<file path="src/rtl/exc_pkg.sv">
// Constants and types for the bus and exception sequencer.
// Assumes one 100 MHz clock; the bus phase clock is four clocks long.
package exc_pkg;
	localparam logic [15:0] VEC_IRQ    = 16'hfff8;
	localparam logic [15:0] VEC_SWI    = 16'hfffa;
	localparam logic [15:0] VEC_NMI    = 16'hfffc;
	localparam logic [15:0] VEC_RST    = 16'hfffe;
	localparam logic [15:0] ADDR_RESET = 16'hffff;
	localparam logic [15:0] RAM_LAST   = 16'h007f;
	localparam int          RAM_DEPTH  = 128;
	localparam int          CC_MASK_BIT = 4;
	localparam logic [1:0]  CC_TOP_ONES = 2'h3;
	localparam logic [1:0]  PH_E_RISE  = 2'h2;
	localparam logic [1:0]  PH_LAST    = 2'h3;
	localparam logic [2:0]  STACK_LAST = 3'h6;
	localparam logic [15:0] STACK_SIZE = 16'h0007;

	typedef enum logic [2:0]
	{
		S_BOOT  = 3'b000,
		S_RUN   = 3'b001,
		S_STACK = 3'b010,
		S_VECHI = 3'b011,
		S_VECLO = 3'b100,
		S_HALT  = 3'b101,
		S_WAIT  = 3'b110
	} seq_state_type;

	typedef struct packed
	{
		logic        valid;
		logic        last;
		logic        write;
		logic [15:0] addr;
		logic [7:0]  wdata;
	} bus_req_type;

	typedef struct packed
	{
		logic [15:0] pc;
		logic [15:0] ix;
		logic [15:0] sp;
		logic [7:0]  acc_a;
		logic [7:0]  acc_b;
		logic [5:0]  cc;
	} cpu_regs_type;

	typedef struct packed
	{
		logic        load;
		logic [15:0] pc;
		logic [15:0] sp;
	} ctx_load_type;

	typedef struct packed
	{
		logic       valid;
		logic [7:0] data;
	} rd_ret_type;
endpackage

</file>
<file path="src/rtl/bus_exception_ctrl.sv">
// External bus control, halt, wait, interrupt entry and restart sequencing.
// Assumes an execution core on the user side that issues bus requests
// and supplies its registers; memories and peripherals sit on the pins.
`timescale 1ns/1ps
`default_nettype none

module bus_exception_ctrl
(
	input  wire logic                  clock_i,
	input  wire logic                  rst_n_i,
	input  wire logic                  stop_request_n_i,
	input  wire logic                  maskable_irq_n_i,
	input  wire logic                  nonmaskable_irq_n_i,
	input  wire logic                  onchip_ram_enable_i,
	input  wire logic [7:0]            data_i,
	output logic      [7:0]            data_o,
	output logic                       data_oe_o,
	output logic      [15:0]           addr_o,
	output logic                       read_write_n_o,
	output logic                       valid_addr_strobe_o,
	output logic                       bus_released_o,
	output logic                       bus_phase_clock_o,
	input  wire exc_pkg::bus_req_type  core_req_i,
	input  wire exc_pkg::cpu_regs_type core_regs_i,
	input  wire logic                  core_swi_i,
	input  wire logic                  core_wait_i,
	input  wire logic                  core_cc_wr_i,
	input  wire logic                  core_mask_val_i,
	output logic                       core_take_o,
	output exc_pkg::rd_ret_type        core_rd_o,
	output exc_pkg::ctx_load_type      core_ctx_o,
	output logic      [7:0]            ccr_o
);

	////////////////////////////////////////////////////////////////////////
	exc_pkg::seq_state_type state_ff;
	exc_pkg::seq_state_type nxt_state;
	logic [1:0]  phase_ff;
	logic [15:0] addr_ff;
	logic [15:0] nxt_addr;
	logic [15:0] vec_ff;
	logic [15:0] nxt_vec;
	logic [7:0]  wdata_ff;
	logic [7:0]  nxt_wdata;
	logic [7:0]  pc_hi_ff;
	logic [2:0]  cnt_ff;
	logic [2:0]  nxt_cnt;
	logic        vma_ff;
	logic        nxt_vma;
	logic        rw_n_ff;
	logic        nxt_rw_n;
	logic        core_cyc_ff;
	logic        nxt_core;
	logic        last_ff;
	logic        nxt_last;
	logic        mask_ff;
	logic        nmi_smp_ff;
	logic        irq_smp_ff;
	logic        nmi_pend_ff;
	logic        irq_latch_ff;
	logic        cyc_end;
	logic        boundary;
	logic        irq_act;
	logic        go_int;
	logic [15:0] go_vec;
	logic        set_mask;
	logic        ram_sel;
	logic [7:0]  rd_byte;
	logic [7:0]  ram_ff [exc_pkg::RAM_DEPTH];
	exc_pkg::rd_ret_type   rd_ff;
	exc_pkg::ctx_load_type ctx_ff;

	function automatic logic is_ram(input logic [15:0] a);
		is_ram = (a <= exc_pkg::RAM_LAST);
	endfunction

	function automatic logic [7:0] stack_byte(input logic [2:0] idx, input exc_pkg::cpu_regs_type r,
		input logic m);
		case (idx)
			3'h0: stack_byte = r.pc[7:0];
			3'h1: stack_byte = r.pc[15:8];
			3'h2: stack_byte = r.ix[7:0];
			3'h3: stack_byte = r.ix[15:8];
			3'h4: stack_byte = r.acc_a;
			3'h5: stack_byte = r.acc_b;
			default: stack_byte = {exc_pkg::CC_TOP_ONES, r.cc[5], m, r.cc[3:0]};
		endcase
	endfunction

	////////////////////////////////////////////////////////////////////////
	// Bus phase clock: low for phases 0-1, high for 2-3
	always_ff @(posedge clock_i or negedge rst_n_i)
	begin
		if (!rst_n_i)
			phase_ff <= 2'h0;
		else
			phase_ff <= phase_ff + 2'h1;
	end

	assign cyc_end           = (phase_ff == exc_pkg::PH_LAST);
	assign bus_phase_clock_o = phase_ff[1];

	// Inputs sampled once per cycle in the high phase
	always_ff @(posedge clock_i or negedge rst_n_i)
	begin
		if (!rst_n_i)
		begin
			nmi_smp_ff <= 1'b1;
			irq_smp_ff <= 1'b1;
		end
		else if (phase_ff == exc_pkg::PH_E_RISE)
		begin
			nmi_smp_ff <= nonmaskable_irq_n_i;
			irq_smp_ff <= maskable_irq_n_i;
		end
	end

	// Edge request kept until taken; a new edge wins over the clear
	always_ff @(posedge clock_i or negedge rst_n_i)
	begin
		if (!rst_n_i)
			nmi_pend_ff <= 1'b0;
		else if (phase_ff == exc_pkg::PH_E_RISE && nmi_smp_ff && !nonmaskable_irq_n_i)
			nmi_pend_ff <= 1'b1;
		else if (cyc_end && go_int && go_vec == exc_pkg::VEC_NMI)
			nmi_pend_ff <= 1'b0;
	end

	// Level request seen during halt is held so it is not lost on release
	always_ff @(posedge clock_i or negedge rst_n_i)
	begin
		if (!rst_n_i)
			irq_latch_ff <= 1'b0;
		else if (state_ff == exc_pkg::S_HALT && !irq_smp_ff)
			irq_latch_ff <= 1'b1;
		else if (cyc_end && go_int && go_vec == exc_pkg::VEC_IRQ)
			irq_latch_ff <= 1'b0;
	end

	assign irq_act  = !irq_smp_ff || irq_latch_ff;
	assign boundary = !core_cyc_ff || last_ff;

	// Mask: set by restart and entry, set wins over a software write
	always_ff @(posedge clock_i or negedge rst_n_i)
	begin
		if (!rst_n_i)
			mask_ff <= 1'b1;
		else if (cyc_end && set_mask)
			mask_ff <= 1'b1;
		else if (core_cc_wr_i)
			mask_ff <= core_mask_val_i;
	end

	assign ccr_o = {exc_pkg::CC_TOP_ONES, core_regs_i.cc[5], mask_ff, core_regs_i.cc[3:0]};

	////////////////////////////////////////////////////////////////////////
	// Next bus cycle, decided at the end of the current one
	always_comb
	begin
		nxt_state   = state_ff;
		nxt_addr    = addr_ff;
		nxt_vma     = 1'b0;
		nxt_rw_n    = 1'b1;
		nxt_wdata   = wdata_ff;
		nxt_cnt     = cnt_ff;
		nxt_vec     = vec_ff;
		nxt_core    = 1'b0;
		nxt_last    = 1'b0;
		core_take_o = 1'b0;
		go_int      = 1'b0;
		go_vec      = exc_pkg::VEC_IRQ;
		set_mask    = 1'b0;
		case (state_ff)
			exc_pkg::S_BOOT:
			begin
				// Nothing else is looked at until the vector is in
				nxt_state = exc_pkg::S_VECHI;
				nxt_vec   = exc_pkg::VEC_RST;
				nxt_addr  = exc_pkg::VEC_RST;
				nxt_vma   = 1'b1;
			end
			exc_pkg::S_RUN, exc_pkg::S_HALT:
			begin
				if (state_ff == exc_pkg::S_RUN && !boundary)
					nxt_state = exc_pkg::S_RUN;
				else if (!stop_request_n_i)
				begin
					nxt_state = exc_pkg::S_HALT;
					nxt_addr  = core_regs_i.pc;
				end
				else if (nmi_pend_ff)
				begin
					go_int = 1'b1;
					go_vec = exc_pkg::VEC_NMI;
				end
				else if (irq_act && !mask_ff)
					go_int = 1'b1;
				else if (core_swi_i)
				begin
					go_int = 1'b1;
					go_vec = exc_pkg::VEC_SWI;
				end
				else if (core_wait_i)
				begin
					nxt_state = exc_pkg::S_WAIT;
					nxt_addr  = core_regs_i.pc;
				end
				else
					nxt_state = exc_pkg::S_RUN;
				if (nxt_state == exc_pkg::S_RUN && !go_int && core_req_i.valid)
				begin
					core_take_o = cyc_end;
					nxt_core    = 1'b1;
					nxt_last    = core_req_i.last;
					nxt_addr    = core_req_i.addr;
					nxt_vma     = 1'b1;
					nxt_rw_n    = !core_req_i.write;
					nxt_wdata   = core_req_i.wdata;
				end
			end
			exc_pkg::S_WAIT:
			begin
				nxt_addr = core_regs_i.pc;
				if (nmi_pend_ff)
				begin
					go_int = 1'b1;
					go_vec = exc_pkg::VEC_NMI;
				end
				else if (irq_act && !mask_ff)
					go_int = 1'b1;
			end
			exc_pkg::S_STACK:
			begin
				nxt_vma = 1'b1;
				if (cnt_ff == exc_pkg::STACK_LAST)
				begin
					set_mask  = 1'b1;
					nxt_state = exc_pkg::S_VECHI;
					nxt_addr  = vec_ff;
				end
				else
				begin
					nxt_cnt   = cnt_ff + 3'h1;
					nxt_addr  = core_regs_i.sp - {13'h0000, nxt_cnt};
					nxt_rw_n  = 1'b0;
					nxt_wdata = stack_byte(nxt_cnt, core_regs_i, mask_ff);
				end
			end
			exc_pkg::S_VECHI:
			begin
				nxt_state = exc_pkg::S_VECLO;
				nxt_addr  = vec_ff + 16'h0001;
				nxt_vma   = 1'b1;
			end
			exc_pkg::S_VECLO:
				nxt_state = exc_pkg::S_RUN;
			default:
				nxt_state = exc_pkg::S_BOOT;
		endcase
		if (go_int)
		begin
			nxt_state = exc_pkg::S_STACK;
			nxt_vec   = go_vec;
			nxt_cnt   = 3'h0;
			nxt_addr  = core_regs_i.sp;
			nxt_vma   = 1'b1;
			nxt_rw_n  = 1'b0;
			nxt_wdata = stack_byte(3'h0, core_regs_i, mask_ff);
		end
	end

	// Address, strobe, direction and write data change only as the phase clock falls
	always_ff @(posedge clock_i or negedge rst_n_i)
	begin
		if (!rst_n_i)
		begin
			state_ff    <= exc_pkg::S_BOOT;
			addr_ff     <= exc_pkg::ADDR_RESET;
			vma_ff      <= 1'b0;
			rw_n_ff     <= 1'b1;
			wdata_ff    <= 8'h00;
			cnt_ff      <= 3'h0;
			vec_ff      <= exc_pkg::VEC_RST;
			core_cyc_ff <= 1'b0;
			last_ff     <= 1'b0;
		end
		else if (cyc_end)
		begin
			state_ff    <= nxt_state;
			addr_ff     <= nxt_addr;
			vma_ff      <= nxt_vma;
			rw_n_ff     <= nxt_rw_n;
			wdata_ff    <= nxt_wdata;
			cnt_ff      <= nxt_cnt;
			vec_ff      <= nxt_vec;
			core_cyc_ff <= nxt_core;
			last_ff     <= nxt_last;
		end
	end

	////////////////////////////////////////////////////////////////////////
	assign ram_sel = vma_ff && is_ram(addr_ff) && onchip_ram_enable_i;
	assign rd_byte = ram_sel ? ram_ff[addr_ff[6:0]] : data_i;

	always_ff @(posedge clock_i)
	begin
		if (cyc_end && ram_sel && !rw_n_ff)
			ram_ff[addr_ff[6:0]] <= wdata_ff;
	end

	// Read data and vector capture at the end of the high phase
	always_ff @(posedge clock_i or negedge rst_n_i)
	begin
		if (!rst_n_i)
		begin
			rd_ff    <= '0;
			ctx_ff   <= '0;
			pc_hi_ff <= 8'h00;
		end
		else
		begin
			rd_ff.valid <= cyc_end && core_cyc_ff && rw_n_ff;
			ctx_ff.load <= cyc_end && state_ff == exc_pkg::S_VECLO;
			if (cyc_end && core_cyc_ff && rw_n_ff)
				rd_ff.data <= rd_byte;
			if (cyc_end && state_ff == exc_pkg::S_VECHI)
				pc_hi_ff <= rd_byte;
			if (cyc_end && state_ff == exc_pkg::S_VECLO)
			begin
				ctx_ff.pc <= {pc_hi_ff, rd_byte};
				ctx_ff.sp <= (vec_ff == exc_pkg::VEC_RST) ? core_regs_i.sp : core_regs_i.sp - exc_pkg::STACK_SIZE;
			end
		end
	end

	assign core_rd_o  = rd_ff;
	assign core_ctx_o = ctx_ff;

	// Data drivers and the valid strobe are off whenever the bus is released; the address keeps driving the PC
	assign addr_o              = addr_ff;
	assign valid_addr_strobe_o = vma_ff;
	assign read_write_n_o      = rw_n_ff;
	assign bus_released_o      = (state_ff == exc_pkg::S_HALT) || (state_ff == exc_pkg::S_WAIT);
	assign data_oe_o           = vma_ff && ((!rw_n_ff && phase_ff[1]) || ram_sel);
	assign data_o              = (ram_sel && rw_n_ff) ? ram_ff[addr_ff[6:0]] : wdata_ff;
endmodule

`default_nettype wire

</file>
<file path="config.mk">
export PLATFORM = sky130hd
export DESIGN_NAME = bus_exception_ctrl
export DESIGN_NICKNAME = d
export VERILOG_FILES = /design/src/rtl/exc_pkg.sv /design/src/rtl/bus_exception_ctrl.sv
export SDC_FILE = /design/constraint.sdc
export NUM_CORES = 1
export LEC_CHECK = 0
export BUFFER_PORTS_ARGS = -buffer_cell sky130_fd_sc_hd__buf_2
export CAP_MARGIN = 15
export CORE_UTILIZATION = 40
export DETAILED_ROUTE_END_ITERATION = 8
export PLACE_DENSITY = 0.6
export SLEW_MARGIN = 10
export SYNTH_ARGS = -nofsm -noshare
export SYNTH_HDL_FRONTEND = slang
export SYNTH_SLANG_ARGS = --single-unit
</file>
<file path="constraint.sdc">
create_clock -name clock_i -period 3.9 [get_ports clock_i]
set_input_delay 0.78 -clock clock_i [delete_from_list [all_inputs] [get_ports clock_i]]
set_output_delay 0.78 -clock clock_i [all_outputs]
set_load 0.005 [all_outputs]
</file>
Word level (Yosys, flattened, before mapping)
Memory sizes are Yosys's and may differ from the RTL's. Index checks and enable logic that the tools add are counted. Widths: inputs -> output; s select.

Register bits after elaboration: 107. Bits in latches: 0. RAM bits: 1024. Bits in read-only memories: 0. Output and inout bits: 80. Logic and storage cells: 176. Memories: 1.

Memories: ram_ff (words 128, bits a word 8, rd ports 1, clocked after Yosys merged registers in 0, write ports 1, RTL line bus_exception_ctrl.sv:69) `logic [7:0] ram_ff [exc_pkg::RAM_DEPTH];`.

$add $sub $neg: 5. Multipliers: 0. Div/mod/pow operators: 0. Order comparisons: 1. Equal/unequal tests: 28. Shift-type cells: 0. Muxes and demuxes: 70. Bitwise operators: 0. Reduce and logical (&&, ||, !) cells: 50.

Operators by type and width (count): $mux 16 (12); $pmux 16 s5 (1); $eq 16x16->1 const B (3); $mux 3 (16); $pmux 8 s6 (1); $mux 8 (5); $mux 1 (27); $logic_and 1x1->1 (22); $ne 5x5->1 const B (4); $eq 3x3->1 const B (6); $pmux 3 s6 (1); $add 16x1->16 const B (1); $le 16x7->1 const B (1); $pmux 8 s2 (1); $sub 16x3->16 (1); $sub 16x3->16 const B (1); $eq 3x2->1 const B (4); $reduce_bool 2->1 (5); $eq 3x1->1 const B (3); $ne 3x3->1 const B (3); $logic_not 1->1 (8); $reduce_and 7->1 (1); $logic_not 3->1 (2); $pmux 1 s2 (3); 15 further kinds (22).

Longest topological paths before layout
Depth after elaboration: 14. Depth in mapped cells: 12. Mapped depth without buffers: 11.

Least setup slack after synthesis
No wires, ideal clock.

Path type: register to output. Start point: reg addr_ff[0], in the netlist addr_o[0]. End point: out data_o[5]. Data arrival time: 2.672 ns. Slack: 0.448 ns. Stages on the path, launching flop included: 12. Buffers on the path: 4. Cell sequence: dfstp_2 -> buf_6 -> buf_6 -> buf_2 -> buf_2 -> mux4_2 -> nor2_1 -> nor2_1 -> o22ai_1 -> o32ai_1 -> nor4_1 -> a21oi_1.

Cells in the longest elaborated chain, start to end: 5. Elaborated cells between the ends (all ways): 6. Those cells by class: order compare (1); mux (1); reduce/logical (3); memory (1).

RTL lines: start, declared (RTL line bus_exception_ctrl.sv:39) `logic [15:0] addr_ff;`; start signal, assigned (RTL line bus_exception_ctrl.sv:278) `addr_ff <= exc_pkg::ADDR_RESET;`; start signal, assigned (RTL line bus_exception_ctrl.sv:290) `addr_ff <= nxt_addr;`; $le 16x7->1 (RTL line bus_exception_ctrl.sv:74) `is_ram = (a <= exc_pkg::RAM_LAST);`; $logic_and 1x1->1 (2 in series) (RTL line bus_exception_ctrl.sv:302) `assign ram_sel = vma_ff && is_ram(addr_ff) && onchip_ram_enable_i;`; $logic_and 1x1->1 (RTL line bus_exception_ctrl.sv:345) `assign data_o = (ram_sel && rw_n_ff) ? ram_ff[addr_ff[6:0]] : wdata_ff;`; $mux 8 * (RTL line bus_exception_ctrl.sv:345); end, declared (RTL line bus_exception_ctrl.sv:16) `output logic [7:0] data_o,`.

Mark *: on every way between the ends. The rest lies on a longest branch, timed or not.

Worst setup path in the final report
Start point: reg addr_ff[0], in the netlist addr_o[0]. End point: out data_o[1].

The elaborated chain is that of the path after synthesis.

==> out/qor.csv <==
stage,metric,value,unit
status,outcome,"finished, violations left",
status,failing checks,setup timing,
yosys,Synth top area share,66.68,%
yosys,syn_area_per_cell,15.57,um2
timing,Period minus WS final,4.529,ns
timing,f_max,220.8,MHz
placed_design,Worst Setup Slack post-DPL,-0.5610,ns
die,row count,124,
timing,period utilisation layout,116.1,%
clock_network,CTS tree,built,
yosys,Netlist cell types,83,
yosys,Seq cells post-synth,1117,
timing,max_slew headroom,40.31,%
worst_setup_path,WP data required,3.12,ns
timing,Final Max Slew Viols,0,
drt,WL per Instance,27.99,um
worst_setup_path,critical path's slowest cell,dfstp_4,
pwr,Static Leak,0.02018,uW
clock_network,clock-pin slew on the worst setup and hold paths,0.06,ns
placed_design,Routability Congestion,0.9546,
finish,Total Nets Final,3721,
yosys,"count leader, synth",edfxtp_1,
drt,drt drc,0,
global_route,grt ovf,0,
yosys,ys flop type,edfxtp_1,
hold_path,Worst Hold Class,input pin to asynchronous set/reset pin,
global_route,initial antenna violation count,3,
die,Initial Util,40.33,%
finish,Antenna Cells,0,
yosys,Async SR Flop Fraction,8.326,%
drt,Iteration-0 DRC Markers,3709,
die,Die X,341.5,um
timing,Least-Margin Pin Slew,0.8953,ns
yosys,cell taking the most area after synthesis,edfxtp_1,
worst_setup_path,worst r2r src,addr_o[0]$_DFFE_PN1P_,
die,Vert. Die Dim,341.5,um
worst_setup_path,r2r worst-path depth,14,
drt,router iterations before antenna repair,6,
worst_setup_path,crit-path cells,buf_16 -> buf_8 -> buf_6 -> buf_4 -> mux2_2 -> a221oi_2 -> a21oi_2 -> o211ai_1 -> and4b_2 -> o21ai_2 -> buf_2,
worst_setup_path,crit path from,addr_o[0]$_DFFE_PN1P_,
yosys,Post-synth EDFFs,1024,
pwr,clock share of power,23.3,%
yosys,cells after synthesis,2962,
clock_network,CTS root buffer,clkbuf_16,
flow_run,total of max-cap violations,0,
pwr,combinational share of power,41.0,%
pwr,switching pwr,16220,uW
yosys,leading post-synthesis cells by cell area,"edfxtp_1 (67%), dfrtp_1 (3.9%), mux4_2 (3.8%)",
pwr,VDD IR-drop max,531.5,uV
clock_network,worst skew pair latency,0.71,ns
clock_network,TritonCTS Buffers,110,
clock_network,Post-CTS Hold Buffers,0,
worst_setup_path,Worst Path Arrival,3.75,ns
timing,hold_ws,0.2185,ns
pwr,register share of total power,35.7,%
finish,Area Growth Syn to Fin,24.11,%
worst_setup_path,CP endpoint,data_o[1],
worst_setup_path,worst reg2reg setup slack,0.49,ns
timing,Clock Skew,0.03379,ns
global_route,total track usage,24.49,%
timing,setup TNS,-4.473,ns
yosys,post-synthesis sequential area ratio,71.79,%
timing,PnR worst setup slack,-0.6295,ns
global_route,largest net degree at the start of global routing,130,
pwr,sw frac,36.20,%
worst_setup_path,Setup CP Type,register to primary output,
yosys,commonest cells in the netlist,"edfxtp_1 (1024), nor2_1 (237), nand2_1 (203)",
global_route,vias in the first global route,29320,
timing,Final Hold Vio Count,0,
worst_setup_path,CP endpoint kind,primary output,
clock_network,clk sink count,1117,
placed_design,IO buf count,191,
die,Placeable Area,114300,um2
yosys,Synth Cell Area,46110,um2
die,die area,116600,um2
pwr,pwr dens,782.8,nW/um2
clock_network,H-tree depth,3,
yosys,yosys warns,0,
drt,vias,30520,
timing,RSZ-0062 raised after global routing,true,
drt,DR vias/cell,5.869,
global_route,first-pass GRT wire length,207600,um
pwr,P_int,28580,uW
worst_setup_path,"Max FO, Critical Path",7,
placed_design,DP Wirelength,96550,um
drt,Antenna Nets Post-Route,0,
timing,setup violators final,8,
die,I/O pin count,195,
finish,layout cells sized above 1,34.16,%
worst_setup_path,crit start category,register,
worst_setup_path,slowest cell delay on critical path,0.70,ns
worst_setup_path,Worst R2R End,pc_hi_ff[7]$_DFFE_PN0P_,
drt,Post-Route WL,145500,um
clock_network,clk buf depth,3,
==> stage by stage <==
stage	power [uW]	cells	area, um2	util, %
6_report	44800	5200	57230	50.05
5_1_grt	46210	5200	57230	50.05
4_1_cts	44250	5195	56890	49.76
3_5_place_dp	32580	4947	52360	45.79
3_3_place_gp	32450	4947	52360	45.79
2_1_floorplan	23790	2963	46120	-
==> state kept, by name (all words and copies together), names as in the netlist <==
| register | cells |
|---|---|
| cnt_ff | 3 |
| state_ff | 3 |
| mask_ff | 1 |
| phase_ff | 2 |
| ram_ff | 1024 |
| pc_hi_ff | 8 |
| irq_latch_ff | 1 |
| addr_o | 16 |
| wdata_ff | 8 |
| read_write_n_o | 1 |
| last_ff | 1 |
| irq_smp_ff | 1 |
| vec_ff | 2 |
| valid_addr_strobe_o | 1 |
| core_ctx_o | 33 |
| nmi_smp_ff | 1 |
| core_cyc_ff | 1 |
| core_rd_o | 9 |
| nmi_pend_ff | 1 |
==> cell families after synthesis <==
group / count (synthesis) / synth area share, %
other: 1 / 0.008132
buffers and inverters: 234 / 2.282
AO/OA/AOI/OAI: 648 / 10.06
XOR/XNOR: 26 / 0.4938
flip-flops: 1117 / 71.79
multiplexers: 300 / 8.968
AND/OR/NAND/NOR: 624 / 6.067
adder cells (fa/ha/maj): 12 / 0.3365
==> power groups by stage <==
stage / registers (uW) / logic, uW / clock network [uW]
after floorplan: 16400 / 7370 / 0
after global placement: 16300 / 16100 / 0
after detailed placement: 16300 / 16300 / 0
after CTS: 16000 / 17700 / 10600
after global routing: 16100 / 19100 / 11000
final: 16000 / 18400 / 10400
==> critical path: cells and delay by family (launching register included) <==
kind / cells / cell delay (ns)
mux: 1 / 0.35
simple gates: 1 / 0.43
buf+inv: 5 / 0.72
flops: 1 / 0.70
compound gates: 4 / 0.81
==> how the worst min path moves through the flow <==
| stage | from | to | slack, ns | cells after the start |
|---|---|---|---|---|
| floorplan | phase_ff[0]$_DFF_PN0_ | phase_ff[0]$_DFF_PN0_ | 0.42 | 1 |
| global placement | phase_ff[0]$_DFF_PN0_ | phase_ff[0]$_DFF_PN0_ | 0.43 | 1 |
| CTS | rst_n_i | core_ctx_o[13]$_DFFE_PN0P_ | 0.21 | 1 |
| detailed placement | phase_ff[0]$_DFF_PN0_ | phase_ff[0]$_DFF_PN0_ | 0.43 | 1 |
| finish | rst_n_i | core_ctx_o[13]$_DFFE_PN0P_ | 0.22 | 1 |
| global route | nonmaskable_irq_n_i | nmi_pend_ff$_DFFE_PN0P_ | 0.25 | 2 |
==> cell type report <==
cell class                 count  area [um2]
fill                        9567       57110
sequential                  1117       33150
multi-input combinational   1612       12680
timing repair buffer         730        5884
clock buffer                 145        3004
tap                         1512        1892
clock inverter                60       533.0
inverter                      24       90.09
==> routing by layer <==
metal  GRT usage (%)  vias to the layer above  wire (um)
li1                -                    13070          -
met4           9.127                        2       5272
met2           39.25                     1526      68620
met1           33.33                    15650      58830
met5               0                        -         11
met3           4.428                      274      12780
==> placed cells by master, fill, tap and decap left out, drive strengths merged, types with 79 or more instances in the layout <==
| cell type | Yosys | layout |
|---|---|---|
| mux2i | 97 | 97 |
| mux2 | 125 | 125 |
| nor2 | 238 | 238 |
| clkbuf | 118 | 146 |
| nand2 | 203 | 203 |
| edfxtp | 1024 | 1024 |
| a221oi | 110 | 110 |
| a21oi | 97 | 97 |
| buf | 92 | 727 |
| a22oi | 79 | 79 |
| o21ai | 110 | 110 |
==> timing repair <==
| action | in CTS | in global routing |
|---|---|---|
| gates cloned | 5 | 1 |
| buffers inserted | 43 | 5 |
| pin swaps | 29 | 24 |
| resized for setup | 118 | 57 |
| setup endpoints to repair | 8 | 8 |
Note: power is estimated with default switching activity, not from simulation.
